## config.mk

```make
export PLATFORM = sky130hd
export DESIGN_NAME = tap_top
export DESIGN_NICKNAME = d
export VERILOG_FILES = /design/src/hw/bscan_reg.v /design/src/hw/tap_top.v
export VERILOG_INCLUDE_DIRS = /design/src /design/src/hw
export SDC_FILE = /design/constraint.sdc
export NUM_CORES = 1
export LEC_CHECK = 0
export BUFFER_PORTS_ARGS = -buffer_cell sky130_fd_sc_hd__buf_2
export CAP_MARGIN = 10
export CELL_PAD_IN_SITES_DETAIL_PLACEMENT = 1
export CELL_PAD_IN_SITES_GLOBAL_PLACEMENT = 2
export CORE_MARGIN = 2
export CORE_UTILIZATION = 34
export CTS_CLUSTER_SIZE = 24
export DETAILED_ROUTE_END_ITERATION = 6
export PLACE_DENSITY = 0.8
export SLEW_MARGIN = 20
export SYNTH_ARGS = -nofsm -noshare
export SYNTH_HDL_FRONTEND = slang
export SYNTH_HIERARCHICAL = 1
export SYNTH_SLANG_ARGS = --single-unit
```

## constraint.sdc

```tcl
create_clock -name clk -period 9.45 [get_ports clk]
set_input_delay 1.89 -clock clk [delete_from_list [all_inputs] [get_ports clk]]
set_output_delay 1.89 -clock clk [all_outputs]
set_load 0.01 [all_outputs]
```

## src/hw/tap_map.vh

```
// constants of the boundary-scan test access port
`ifndef TAP_MAP_VH
`define TAP_MAP_VH

// scan register sizes
`define IR_W           3
`define ID_W           32
`define BSR_W          107

// instruction codes
`define IR_EXTEST      3'h0
`define IR_IDCODE      3'h1
`define IR_SAMPLE_Z    3'h2
`define IR_RSVD_3      3'h3
`define IR_SAMPLE      3'h4
`define IR_RSVD_5      3'h5
`define IR_RSVD_6      3'h6
`define IR_BYPASS      3'h7

// value loaded by capture-instruction, two low bits 01
`define IR_CAPTURE     3'h1

// identification register field positions
`define ID_REV_HI      31
`define ID_REV_LO      29
`define ID_PART_HI     28
`define ID_PART_LO     12
`define ID_VEND_HI     11
`define ID_VEND_LO     1
`define ID_PRESENT     0

// boundary cell that gates the output bus under external test
`define BSR_TRI_BIT    47

`endif

```

## src/hw/bscan_reg.v

```verilog
// boundary scan register: capture/shift stage and parallel update latch
`timescale 1ns/1ps
`default_nettype none
`include "tap_map.vh"

module bscan_reg #(
  parameter WIDTH   = `BSR_W,
  parameter TRI_BIT = `BSR_TRI_BIT
) (
  // clock and reset
  input  wire             clk,
  input  wire             rst_n,
  input  wire             ce,
  // controls: tlr a level held in test-logic-reset, the others one-cycle strobes on a test clock rise
  input  wire             tlr,
  input  wire             capture,
  input  wire             shift,
  input  wire             update,
  // serial and parallel data
  input  wire             tdi,
  input  wire [WIDTH-1:0] par_in,
  output reg              sout,
  output reg  [WIDTH-1:0] upd_r
);

  reg [WIDTH-1:0] sr_r;

  // update latch resets low except the output-enable cell, which is preset high
  localparam [WIDTH-1:0] UPD_RST = {{(WIDTH-1){1'b0}}, 1'b1} << TRI_BIT;

  always @(posedge clk or negedge rst_n) begin
    if (!rst_n) begin
      sr_r  <= {WIDTH{1'b0}};
      upd_r <= UPD_RST;
      sout  <= 1'b0;
    end else if (ce) begin
      if (tlr) begin
        upd_r <= UPD_RST;
      end else if (update) begin
        upd_r <= sr_r;
      end
      if (capture) begin
        sr_r <= par_in;
        sout <= par_in[0];
      end else if (shift) begin
        // msb faces the serial input, lsb the serial output
        sr_r <= {tdi, sr_r[WIDTH-1:1]};
        sout <= sr_r[1];
      end
    end
  end

endmodule
`default_nettype wire

```

## src/hw/tap_top.v

```verilog
// boundary-scan test access port controller with instruction and data registers
`timescale 1ns/1ps
`default_nettype none
`include "tap_map.vh"

// Functional notes
// - ir 3, bypass 1, id 32, boundary 107 bits
// - code 001 selects fixed identification register
// - code 000 captures ring into boundary register
// - code 010 samples, scans, tristates output bus
// - code 100 samples and scans, memory undisturbed
// - code 111 selects single-bit bypass register
// - id fields: revision, part type, vendor
// - id bit zero always reads one
// - state advances on tms at test clock rise
// - five tms-high rises reset test logic
// - sample input on rise, drive output on fall
// - reset and test-logic-reset load identification instruction
// - capture-instruction loads 01 into low bits
module tap_top #(
  parameter [2:0]  ID_REV  = 3'h1,      // arbitrary value
  parameter [16:0] ID_PART = 17'h0abcd, // arbitrary value
  parameter [10:0] ID_VEND = 11'h055    // arbitrary value
) (
  // clock, reset, enable
  input  wire              clk,
  input  wire              rstn,
  input  wire              ce,
  // test port pins
  input  wire              tck,
  input  wire              tms,
  input  wire              tdi,
  output reg               tdo,
  output reg               tdo_oe_n,
  // boundary cells towards the memory pins
  input  wire [`BSR_W-1:0] pin_in,
  output wire [`BSR_W-1:0] pin_drive,
  output reg               extest_r,
  output reg               out_hiz_r,
  // current instruction
  output reg  [`IR_W-1:0]  ir_r
);

  localparam [3:0] S_TLR    = 4'h0;
  localparam [3:0] S_RTI    = 4'h1;
  localparam [3:0] S_SEL_DR = 4'h2;
  localparam [3:0] S_CAP_DR = 4'h3;
  localparam [3:0] S_SH_DR  = 4'h4;
  localparam [3:0] S_EX1_DR = 4'h5;
  localparam [3:0] S_PA_DR  = 4'h6;
  localparam [3:0] S_EX2_DR = 4'h7;
  localparam [3:0] S_UP_DR  = 4'h8;
  localparam [3:0] S_SEL_IR = 4'h9;
  localparam [3:0] S_CAP_IR = 4'ha;
  localparam [3:0] S_SH_IR  = 4'hb;
  localparam [3:0] S_EX1_IR = 4'hc;
  localparam [3:0] S_PA_IR  = 4'hd;
  localparam [3:0] S_EX2_IR = 4'he;
  localparam [3:0] S_UP_IR  = 4'hf;

  localparam [`ID_W-1:0] ID_CODE = {ID_REV, ID_PART, ID_VEND, 1'b1};

  // reset release through two flip-flops
  reg rst_s1_r;
  reg rst_n_s;
  always @(posedge clk or negedge rstn) begin
    if (!rstn) begin
      rst_s1_r <= 1'b0;
      rst_n_s  <= 1'b0;
    end else begin
      rst_s1_r <= 1'b1;
      rst_n_s  <= rst_s1_r;
    end
  end

  // three-stage pin synchronisers, a change counts once stages two and three agree
  reg [2:0] tck_s_r;
  reg [2:0] tms_s_r;
  reg [2:0] tdi_s_r;
  reg       tck_f_r;
  reg       tms_f_r;
  reg       tdi_f_r;
  wire      tck_rise = (tck_s_r[1] == tck_s_r[2]) & tck_s_r[2] & ~tck_f_r;
  wire      tck_fall = (tck_s_r[1] == tck_s_r[2]) & ~tck_s_r[2] & tck_f_r;

  always @(posedge clk or negedge rst_n_s) begin
    if (!rst_n_s) begin
      tck_s_r <= 3'h0;
      tms_s_r <= 3'h7;
      tdi_s_r <= 3'h0;
      tck_f_r <= 1'b0;
      tms_f_r <= 1'b1;
      tdi_f_r <= 1'b0;
    end else if (ce) begin
      tck_s_r <= {tck_s_r[1:0], tck};
      tms_s_r <= {tms_s_r[1:0], tms};
      tdi_s_r <= {tdi_s_r[1:0], tdi};
      if (tck_s_r[1] == tck_s_r[2]) begin
        tck_f_r <= tck_s_r[2];
      end
      if (tms_s_r[1] == tms_s_r[2]) begin
        tms_f_r <= tms_s_r[2];
      end
      if (tdi_s_r[1] == tdi_s_r[2]) begin
        tdi_f_r <= tdi_s_r[2];
      end
    end
  end

  // controller next state
  function [3:0] tap_next;
    input [3:0] st;
    input       m;
    begin
      case (st)
        S_TLR:    tap_next = m ? S_TLR    : S_RTI;
        S_RTI:    tap_next = m ? S_SEL_DR : S_RTI;
        S_SEL_DR: tap_next = m ? S_SEL_IR : S_CAP_DR;
        S_CAP_DR: tap_next = m ? S_EX1_DR : S_SH_DR;
        S_SH_DR:  tap_next = m ? S_EX1_DR : S_SH_DR;
        S_EX1_DR: tap_next = m ? S_UP_DR  : S_PA_DR;
        S_PA_DR:  tap_next = m ? S_EX2_DR : S_PA_DR;
        S_EX2_DR: tap_next = m ? S_UP_DR  : S_SH_DR;
        S_UP_DR:  tap_next = m ? S_SEL_DR : S_RTI;
        S_SEL_IR: tap_next = m ? S_TLR    : S_CAP_IR;
        S_CAP_IR: tap_next = m ? S_EX1_IR : S_SH_IR;
        S_SH_IR:  tap_next = m ? S_EX1_IR : S_SH_IR;
        S_EX1_IR: tap_next = m ? S_UP_IR  : S_PA_IR;
        S_PA_IR:  tap_next = m ? S_EX2_IR : S_PA_IR;
        S_EX2_IR: tap_next = m ? S_UP_IR  : S_SH_IR;
        default:  tap_next = m ? S_SEL_DR : S_RTI;
      endcase
    end
  endfunction

  // instructions that put the boundary register on the scan path
  function uses_bsr;
    input [`IR_W-1:0] ir;
    begin
      uses_bsr = (ir == `IR_EXTEST) | (ir == `IR_SAMPLE_Z) | (ir == `IR_SAMPLE);
    end
  endfunction

  reg [3:0]       state_r;
  reg [`IR_W-1:0] ir_sr_r;
  reg [`ID_W-1:0] id_sr_r;
  reg             byp_r;
  wire            bsr_sout;

  wire in_tlr  = (state_r == S_TLR);
  wire cap_dr  = tck_rise & (state_r == S_CAP_DR);
  wire sh_dr   = tck_rise & (state_r == S_SH_DR);
  wire up_dr   = tck_rise & (state_r == S_UP_DR);
  wire bsr_sel = uses_bsr(ir_r);

  bscan_reg #(
    .WIDTH   (`BSR_W),
    .TRI_BIT (`BSR_TRI_BIT)
  ) u_bsr (
    .clk     (clk),
    .rst_n   (rst_n_s),
    .ce      (ce),
    .tlr     (in_tlr),
    .capture (cap_dr & bsr_sel),
    .shift   (sh_dr & bsr_sel),
    .update  (up_dr & bsr_sel),
    .tdi     (tdi_f_r),
    .par_in  (pin_in),
    .sout    (bsr_sout),
    .upd_r   (pin_drive)
  );

  // controller, instruction, identification and bypass registers
  always @(posedge clk or negedge rst_n_s) begin
    if (!rst_n_s) begin
      state_r <= S_TLR;
      ir_r    <= `IR_IDCODE;
      ir_sr_r <= `IR_CAPTURE;
      id_sr_r <= {`ID_W{1'b0}};
      byp_r   <= 1'b0;
    end else if (ce) begin
      if (tck_rise) begin
        state_r <= tap_next(state_r, tms_f_r);
        case (state_r)
          S_CAP_IR: ir_sr_r <= `IR_CAPTURE;
          S_SH_IR:  ir_sr_r <= {tdi_f_r, ir_sr_r[`IR_W-1:1]};
          S_UP_IR:  ir_r    <= ir_sr_r;
          S_CAP_DR: begin
            id_sr_r <= ID_CODE;
            byp_r   <= 1'b0;
          end
          S_SH_DR: begin
            id_sr_r <= {tdi_f_r, id_sr_r[`ID_W-1:1]};
            byp_r   <= tdi_f_r;
          end
          default: ir_r <= in_tlr ? `IR_IDCODE : ir_r;
        endcase
      end else if (in_tlr) begin
        ir_r <= `IR_IDCODE;
      end
    end
  end

  // serial output and its enable changed on the test clock fall, output-bus control every enabled cycle
  reg tdo_nxt;
  always @* begin
    if (state_r == S_SH_IR) begin
      tdo_nxt = ir_sr_r[0];
    end else if (ir_r == `IR_IDCODE) begin
      tdo_nxt = id_sr_r[0];
    end else if (bsr_sel) begin
      tdo_nxt = bsr_sout;
    end else begin
      // bypass and reserved codes use the one-bit path
      tdo_nxt = byp_r;
    end
  end

  always @(posedge clk or negedge rst_n_s) begin
    if (!rst_n_s) begin
      tdo       <= 1'b0;
      tdo_oe_n  <= 1'b1;
      extest_r  <= 1'b0;
      out_hiz_r <= 1'b0;
    end else if (ce) begin
      if (tck_fall) begin
        tdo      <= tdo_nxt;
        tdo_oe_n <= ~((state_r == S_SH_IR) | (state_r == S_SH_DR));
      end
      extest_r  <= (ir_r == `IR_EXTEST);
      out_hiz_r <= (ir_r == `IR_SAMPLE_Z) |
                   ((ir_r == `IR_EXTEST) & ~pin_drive[`BSR_TRI_BIT]);
    end
  end

endmodule
`default_nettype wire

```

# == Word level (Yosys, flattened, before mapping) ==
# Cells that the tools add are included.
# classes
bitwise,19
n_mux,28
eq_ne,21
n_reduce_logical,19
# ops
cell,n
$mux W107,4
$pmux W32 S2,1
$pmux W4 S11,1
$eq A4 B4 Y1 const B,8
$eq A4 B3 Y1 const B,4
$mux W4,4
$reduce_and A2 Y1,8
$mux W3,4
$pmux W3 S2,2
$and A1 B1 Y1,11
$eq A4 B2 Y1 const B,2
$mux W1,8
$reduce_bool A2 Y1,4
$mux W2,3
$reduce_and A3 Y1,2
$logic_not A4 Y1,1
$not A1 Y1,4
$or A1 B1 Y1,4
$reduce_or A2 Y1,2
$reduce_or A4 Y1,1
$eq A1 B1 Y1,3
$eq A3 B1 Y1 const B,1
$eq A3 B2 Y1 const B,1
$eq A3 B3 Y1 const B,1
other kinds (3),3
# totals
reg_bits,276
elab_cells,107
inputBits,113

# == Longest topological paths before layout ==
# Gate-level depths: netlist of run 1.
# logic_depth
depth_word,7
ltp_mapped,10
depth_no_buf,6

# == Modules after synthesis ==
# The synthesis of run 1 kept the hierarchy.
# modules_own_cells
mod,seq_area_each_um2,n_inst,cells_each,area_per_inst_um2
bscan_reg,5356.4,1,958,8957.3
tap_top,1510.2,1,229,2593.7

# == Least setup slack after synthesis of run 1 ==
# Ideal clock, no wire load.
# synth_timing
path_kind,input to register
from,input ce
to,register id_sr_r[10]
arrival_time_ps,2839
stages,5
setup_slack_ps,6490
cell_sequence,nand3b_1 -> or3_1 -> buf_2 -> buf_6 -> a22o_1
# synth_between
elab_chain_cells,1
# synth_rtl
item,line_no,source
"start, declared",tap_top.v:28,"input wire ce,"
$reduce_and A3 Y1 (no source line),--,
"end signal, assigned",tap_top.v:179,id_sr_r <= {`ID_W{1'b0}};
"end signal, assigned",tap_top.v:193,"id_sr_r <= {tdi_f_r, id_sr_r[`ID_W-1:1]};"
"end, declared",tap_top.v:146,reg [`ID_W-1:0] id_sr_r;
# Every way passes these cells.
# A chain may end at the register's enable or synchronous reset.

# == Final worst setup path of run 1 ==
# layout_timing
from,input ce
to,register u_bsr.sr_r[106]
# layout_between
elab_chain_cells,1
# layout_rtl
item,line_no,source
$reduce_and A2 Y1 (no source line),--,
"end signal, assigned",bscan_reg.v:33,sr_r <= {WIDTH{1'b0}};
"end signal, assigned",bscan_reg.v:43,sr_r <= par_in;
"end signal, assigned",bscan_reg.v:47,"sr_r <= {tdi, sr_r[WIDTH-1:1]};"
"end, declared",bscan_reg.v:26,reg [WIDTH-1:0] sr_r;
# Every way passes these cells.

==> summary.md, run 1 <==
| Metric | Value |
|---|---|
| Outcome | `completed` |
| Tot Pwr | `roughly 3.7 mW` |
| R2R depth | `7` |
| Max FO, Critical Path | `between 70 and 80` |
| # rows | `67` |
| PortBufs | `~230` |
| H-tree depth | `2` |
| CTS clk-pin slew, worst paths | `0.06 ns` |
| Switching Fraction | `0.311` |
| Total CTS buffers | `34` |
| NumNets Final | `between 1000 and 1500` |
| Startpoint Class | `input port` |
| Top-level I/O count | `227` |
| Critical Path RT | `around 9.8 ns` |
| Final hold slack | `0.370 ns` |
| Int Pwr | `2.52 mW` |
| Dpl cell area | `approximately 13000 um2` |
| Post-synthesis cell count | `about 1200` |
| Global route overflow | `0` |
| Comb pwr share | `0.171` |
| Worst-Skew Late Latency | `approximately 0.51 ns` |
| Share of cells above drive strength 1 | `0.229` |
| 1st-iter DRT viols | `around 500` |
| R2r setup slk | `about 6.2 ns` |
| Reg2Reg Capture Point | `u_bsr/sr_r[40]` |
| RePlAce Congestion | `~0.74` |
| Syn. warnings | `6` |
| Yosys cell types | `51` |
| Mapped cell area | `roughly 12000 um2` |
| #FFs+latches synth | `274` |
| Gr usage total | `0.203` |
| Mapped Nets | `between 1000 and 1500` |
| EDFF count, synth | `0` |
| Asr flop ratio synth | `1.00` |
| Worst min path class | `flip-flop to flip-flop` |
| PwrDens | `around 260 nW/um2` |
| Worst flop-to-flop path startpoint | `state_r[0]` |
| CTS Hold Buffers Added | `0` |
| Setup violators final | `0` |
| Main flop type after synthesis | `dfrtp_1` |
| Design area | `~14000 um2` |
| Reg power frac | `0.489` |
| Fmax | `~0.22 GHz` |
| Core area | `between 30000 and 40000 um2` |
| Synth area leader | `dfrtp_1` |
| Worst Tran Pin Value | `1.01 ns` |
| Reported net switching power | `~1.1 mW` |
| Initial antenna violation count | `10` |
| HPWL Detailed | `22.4 mm` |
| Initial Utilization | `0.344` |
| Clk pwr share | `0.340` |
| Clock skew after layout | `approximately 0.021 ns` |
| Via count of the first global-routing pass | `between 10000 and 15000` |
| Vias per cell | `5.36` |
| Initial DRT Pass Iterations | `4` |
| Root Buffer | `clkbuf_16` |
| Tcrit/Tclk final | `0.491` |
| Final Hold Violating Endpoints | `0` |
| Ranking of synthesized cells by area | `dfrtp_1 (58%), o21ai_0 (8.1%), o22ai_1 (6.0%)` |
| Post-DRT Antenna Nets | `0` |
| Longest Clk Path Bufs | `3` |
| Setup TNS | `0 ns` |
| Drt total wl | `between 30 and 40 mm` |
| Hold endpoint | `rst_n_s` |
| PostCTS Resize Cnt | `0` |
| Leak | `about 6.3 nW` |
| Critical path type | `input port to flip-flop` |
| Fin crit period | `roughly 4.6 ns` |
| Data arrival, critical path | `approximately 5 ns` |
| Die X | `188 um` |
| Slew margin rel. | `0.326` |
| Hold path depth | `0` |
| Area Overhead vs Synth | `20.6%` |
| Total vias in the final route | `9796` |
| Post-route DRC | `0` |
| Util after Layout | `0.416` |
| Post-CTS Setup Inserts | `0` |
| CP endpoint kind | `flip-flop` |
| Max Slew Vio Count | `0` |
| Setup repair after global routing missed its margin | `false` |
| Max Cap Violations | `0` |
| Drt wl/cell | `19.8 um` |
| Die area | `35500 um2` |
| Peak supply drop | `about 0.1 mV` |
| CTS tree | `done` |
| Worst hold path startpoint | `rst_s1_r` |
| Leading cell types by count after synthesis | `dfrtp_1 (266), o21ai_0 (188), nand2_1 (128), a21oi_1 (113), nor2_1 (112)` |
| Largest net degree at the start of global routing | `159` |
| Clock sink count | `approximately 270` |
| Average cell area after synthesis | `approximately 9.7 um2` |
| Most common cell in the netlist | `dfrtp_1` |
| Area share of the largest cell type after synthesis | `0.576` |
| Die Ht | `roughly 190 um` |
| Sequential share of the synthesized area | `0.594` |
| First-pass GRT wire length | `roughly 58 mm` |
final cells by class:
type | instances | area (um2)
repair buffers | 238 | 1240
fillers | 3887 | 19600
inverters | 13 | 51.3
well taps | 448 | 561
clock inverters | 8 | 43.8
flip-flops and latches | 274 | 6870
diodes | 4 | 10.0
clock buffers | 51 | 1030
multi-input cells | 792 | 4130
through the flow:
step / instances / worst slack, ns
after floorplan: 1187 / 1.26
after global placement: 1765 / 4.33
after detailed placement: 1765 / 4.28
after CTS: 1824 / 4.83
after global routing: 1825 / 4.52
final: 1828 / 4.81
worst max-delay path, stage by stage:
cell and delay [ns]:
buf_4 0.55, buf_4 0.74, clkinv_2 0.67, buf_4 0.54, o32ai_1 0.39, nor2_1 0.07
flip-flops by register name, summed over array words and instances (netlist names):
register     cells
out_hiz_r        1
tms_f_r          1
extest_r         1
u_bsr/upd_r    107
tdo              1
rst_s1_r         1
ir_r             3
tdi_f_r          1
tck_f_r          1
state_r          4
tdi_s_r          3
rst_n_s          1
ir_sr_r          3
tdo_oe_n         1
u_bsr/sr_r     107
id_sr_r         32
tck_s_r          3
tms_s_r          3
power groups by stage:
stage                     clock [mW]  sequential [mW]  combinational [mW]
after floorplan                    0             1.71               0.481
after global placement             0             1.79               0.601
after detailed placement           0             1.80               0.630
after CTS                       1.28             1.79               0.635
after global routing            1.33             1.84               0.714
final                           1.24             1.79               0.624
kinds of logic after synthesis:
kind of cell,Yosys count,share of synthesized area
compound gates,503,0.246
fa+ha+maj,2,0.00217
buf+inv,121,0.0502
flops,274,0.594
mux,9,0.00856
other cells,1,0.000325
simple gates,277,0.0988
metal layers:
metal  vias to the layer above  global-route usage  wire, um
li1                       4553                   -         -
met1                      4973               0.275     16500
met2                       207               0.330     16900
met3                        53              0.0486      2020
met4                        10              0.0505       658
met5                         -                   0        66
how the worst max path moves through the flow:
stage                        from  cells past startpoint               to
after floorplan           rst_n_s                      0         extest_r
after global placement         ce                      6  u_bsr/sr_r[106]
after detailed placement       ce                      6  u_bsr/sr_r[106]
after CTS                      ce                      6  u_bsr/sr_r[106]
after global routing           ce                      6   u_bsr/upd_r[4]
final                          ce                      6  u_bsr/sr_r[106]
cells in the final DEF, fill, tap and decap left out, types with 2 or more instances in the layout:
master and count:
and3b_1 2, o22ai_1 110, or3_1 3, o21ai_0 188, nand2b_1 3, buf_2 225
o21ai_1 40, clkinv_2 9, clkbuf_16 35, nand3_1 3, a22o_1 16, mux2i_1 2
dfstp_2 8, o211ai_1 2, a211oi_1 3, mux2_2 7, o22a_1 16, inv_1 11
nor4_1 2, nor3_1 8, nand2_1 128, diode_2 4, ha_1 2, o31ai_1 3
a21oi_1 113, dfrtp_1 265, nor2b_1 3, clkbuf_8 9, nor2_1 111, nand3b_1 4
clkbuf_1 7, buf_4 11
Note: power is estimated with default switching activity, not from simulation.
==> inputs of run 2 (changes only) <==
- clock period: 9.45 -> 4.6 ns (I/O delays scaled with it)
==> summary.md, run 2 (synthesis results as in run 1) <==
| Metric | Value |
|---|---|
| Outcome | `completed` |
| Longest Clk Path Bufs | `3` |
| Setup TNS | `0 ns` |
| NumNets Final | `approximately 1500` |
| Area Overhead vs Synth | `22.0%` |
| Post-CTS Setup Inserts | `0` |
| Core area | `33500 um2` |
| Die Ht | `between 150 and 200 um` |
| Share of cells above drive strength 1 | `0.231` |
| Drt total wl | `36.8 mm` |
| Reg2Reg Capture Point | `u_bsr/sr_r[7]` |
| Final Hold Violating Endpoints | `0` |
| HPWL Detailed | `~23 mm` |
| PostCTS Resize Cnt | `0` |
| Total CTS buffers | `35` |
| Commonest cells after routing, fill and taps aside | `dfrtp_1 (265), buf_2 (225), o21ai_0 (188)` |
| Max Slew Vio Count | `0` |
| Initial Utilization | `0.344` |
| 1st-iter DRT viols | `520` |
| Setup violators final | `0` |
| Die area | `about 35000 um2` |
| Max incr delay on CP | `roughly 0.63 ns` |
| Buf/Inv on CP | `1` |
| Vias per cell | `roughly 5.4` |
| Gr usage total | `0.208` |
| Drt wl/cell | `about 20 um` |
| Fmax | `~0.32 GHz` |
| First-pass GRT wire length | `between 50 and 60 mm` |
| Worst flop-to-flop path startpoint | `state_r[0]` |
| Data arrival, critical path | `3.46 ns` |
| Clock sink count | `274` |
| Top-level I/O count | `roughly 230` |
| Critical path type | `flip-flop to flip-flop` |
| Setup repair after global routing missed its margin | `false` |
| R2r setup slk | `between 1 and 1.5 ns` |
| Max Cap Violations | `0` |
| R2R depth | `7` |
| Leak | `about 6.4 nW` |
| CTS Hold Buffers Added | `0` |
| Fillers | `3886` |
| Worst-path cell chain | `nor2_1 > nand3b_1 > nor2_1 > nand2b_4 > buf_4 > o22ai_1 > a21oi_1` |
| Pre-CTS setup slack | `~1.5 ns` |
| Largest net degree at the start of global routing | `90` |
| Post-route DRC | `0` |
| Max FO, Critical Path | `41` |
| # rows | `67` |
| Root Buffer | `clkbuf_16` |
| CP endpoint kind | `flip-flop` |
| Die X | `approximately 190 um` |
| Final worst slack | `about 1.5 ns` |
| Critical path's slowest cell | `dfrtp_1` |
| H-tree depth | `2` |
| Largest registers | `u_bsr/sr_r: 107 flops, u_bsr/upd_r: 107 flops, id_sr_r: 32 flops` |
| Via count of the first global-routing pass | `approximately 11000` |
| Crit-path leading delay family | `simple AND/OR/NAND/NOR gates` |
| Total vias in the final route | `9857` |
| Worst min path class | `input port to async pin` |
| CTS clk-pin slew, worst paths | `~0.050 ns` |
| Startpoint Class | `flip-flop` |
| Clock skew after layout | `between 0.015 and 0.02 ns` |
| Tcrit/Tclk final | `0.676` |
| Worst Tran Pin Value | `approximately 1.0 ns` |
| Crit path top cell by count | `nor2_1` |
| Peak supply drop | `around 0.28 mV` |
| Global route overflow | `0` |
| Initial antenna violation count | `12` |
| Initial DRT Pass Iterations | `5` |
| PwrDens | `between 500 and 600 nW/um2` |
| PortBufs | `226` |
| RePlAce Congestion | `0.756` |
| Worst-Skew Late Latency | `0.51 ns` |
| Final hold slack | `approximately 0.19 ns` |
| Fin crit period | `between 3 and 4 ns` |
| Post-DRT Antenna Nets | `0` |
| Most common cell after layout, fill and taps aside | `dfrtp_1` |
| Slew margin rel. | `0.307` |
| CTS tree | `done` |
| Critical Path RT | `4.95 ns` |
run 2: cell count changes in the layout (fill, tap and decap cells not counted):
cell       delta
buf_12        +5
clkinv_2      -4
clkbuf_1      +3
clkbuf_8      -3
bufinv_16     +2
inv_6         +2
buf_16        +1
buf_4         +1
buf_6         -1
inv_4         +1
run 2: metal layers:
metal	track usage	part of all wire	wire length (um)
met5	0	0.0021	79
met4	0.0421	0.014	533
met3	0.0570	0.062	2300
met2	0.339	0.48	17700
met1	0.279	0.44	16200
run 2: layout make-up:
cell class / count / area, um2 / share of cell area
Antenna cell: 4 / 10.0 / 0.000710
Clock buffer: 51 / 996 / 0.0707
Clock inverter: 9 / 106 / 0.00755
Inverter: 13 / 52.6 / 0.00373
Multi-Input combinational cell: 792 / 4130 / 0.293
Sequential cell: 274 / 6870 / 0.488
Tap cell: 448 / 561 / 0.0398
Timing Repair Buffer: 244 / 1360 / 0.0968
run 2: worst max-delay path by stage:
stage / depth (start not counted) / from / end / slack (ns)
finish: 7 / state_r[0] / u_bsr/sr_r[7] / 1.49
global route: 7 / state_r[0] / u_bsr/sr_r[1] / 1.20
CTS: 7 / state_r[0] / u_bsr/sr_r[30] / 1.47
detailed placement: 4 / ce / id_sr_r[22] / 1.52
global placement: 7 / state_r[0] / u_bsr/sr_r[7] / 1.55
floorplan: 0 / rst_n_s / extest_r / 0.12
run 2: worst reg2reg max path, cell delays in order (launching register included):
cell and delay, ns:
dfrtp_1 0.63, nor2_1 0.28, nand3b_1 0.19, nor2_1 0.58, nand2b_4 0.48, buf_4 0.45
o22ai_1 0.25, a21oi_1 0.11
run 2: metrics by stage:
step / instance area (um2) / total power [mW] / util / std cells
2_1_floorplan: 11600 / 4.50 / - / 1187
3_3_place_gp: 12900 / 4.94 / 0.386 / 1770
3_5_place_dp: 12900 / 5.03 / 0.386 / 1770
4_1_cts: 14100 / 7.72 / 0.419 / 1830
5_1_grt: 14100 / 8.09 / 0.420 / 1833
6_report: 14100 / 7.64 / 0.420 / 1835
run 2: power breakdown:
part	leakage (nW)	internal, mW	switching, mW
sequential	3.41	3.08	0.599
clock	0.544	1.61	1.03
combinational	2.41	0.569	0.747
total	6.37	5.26	2.37
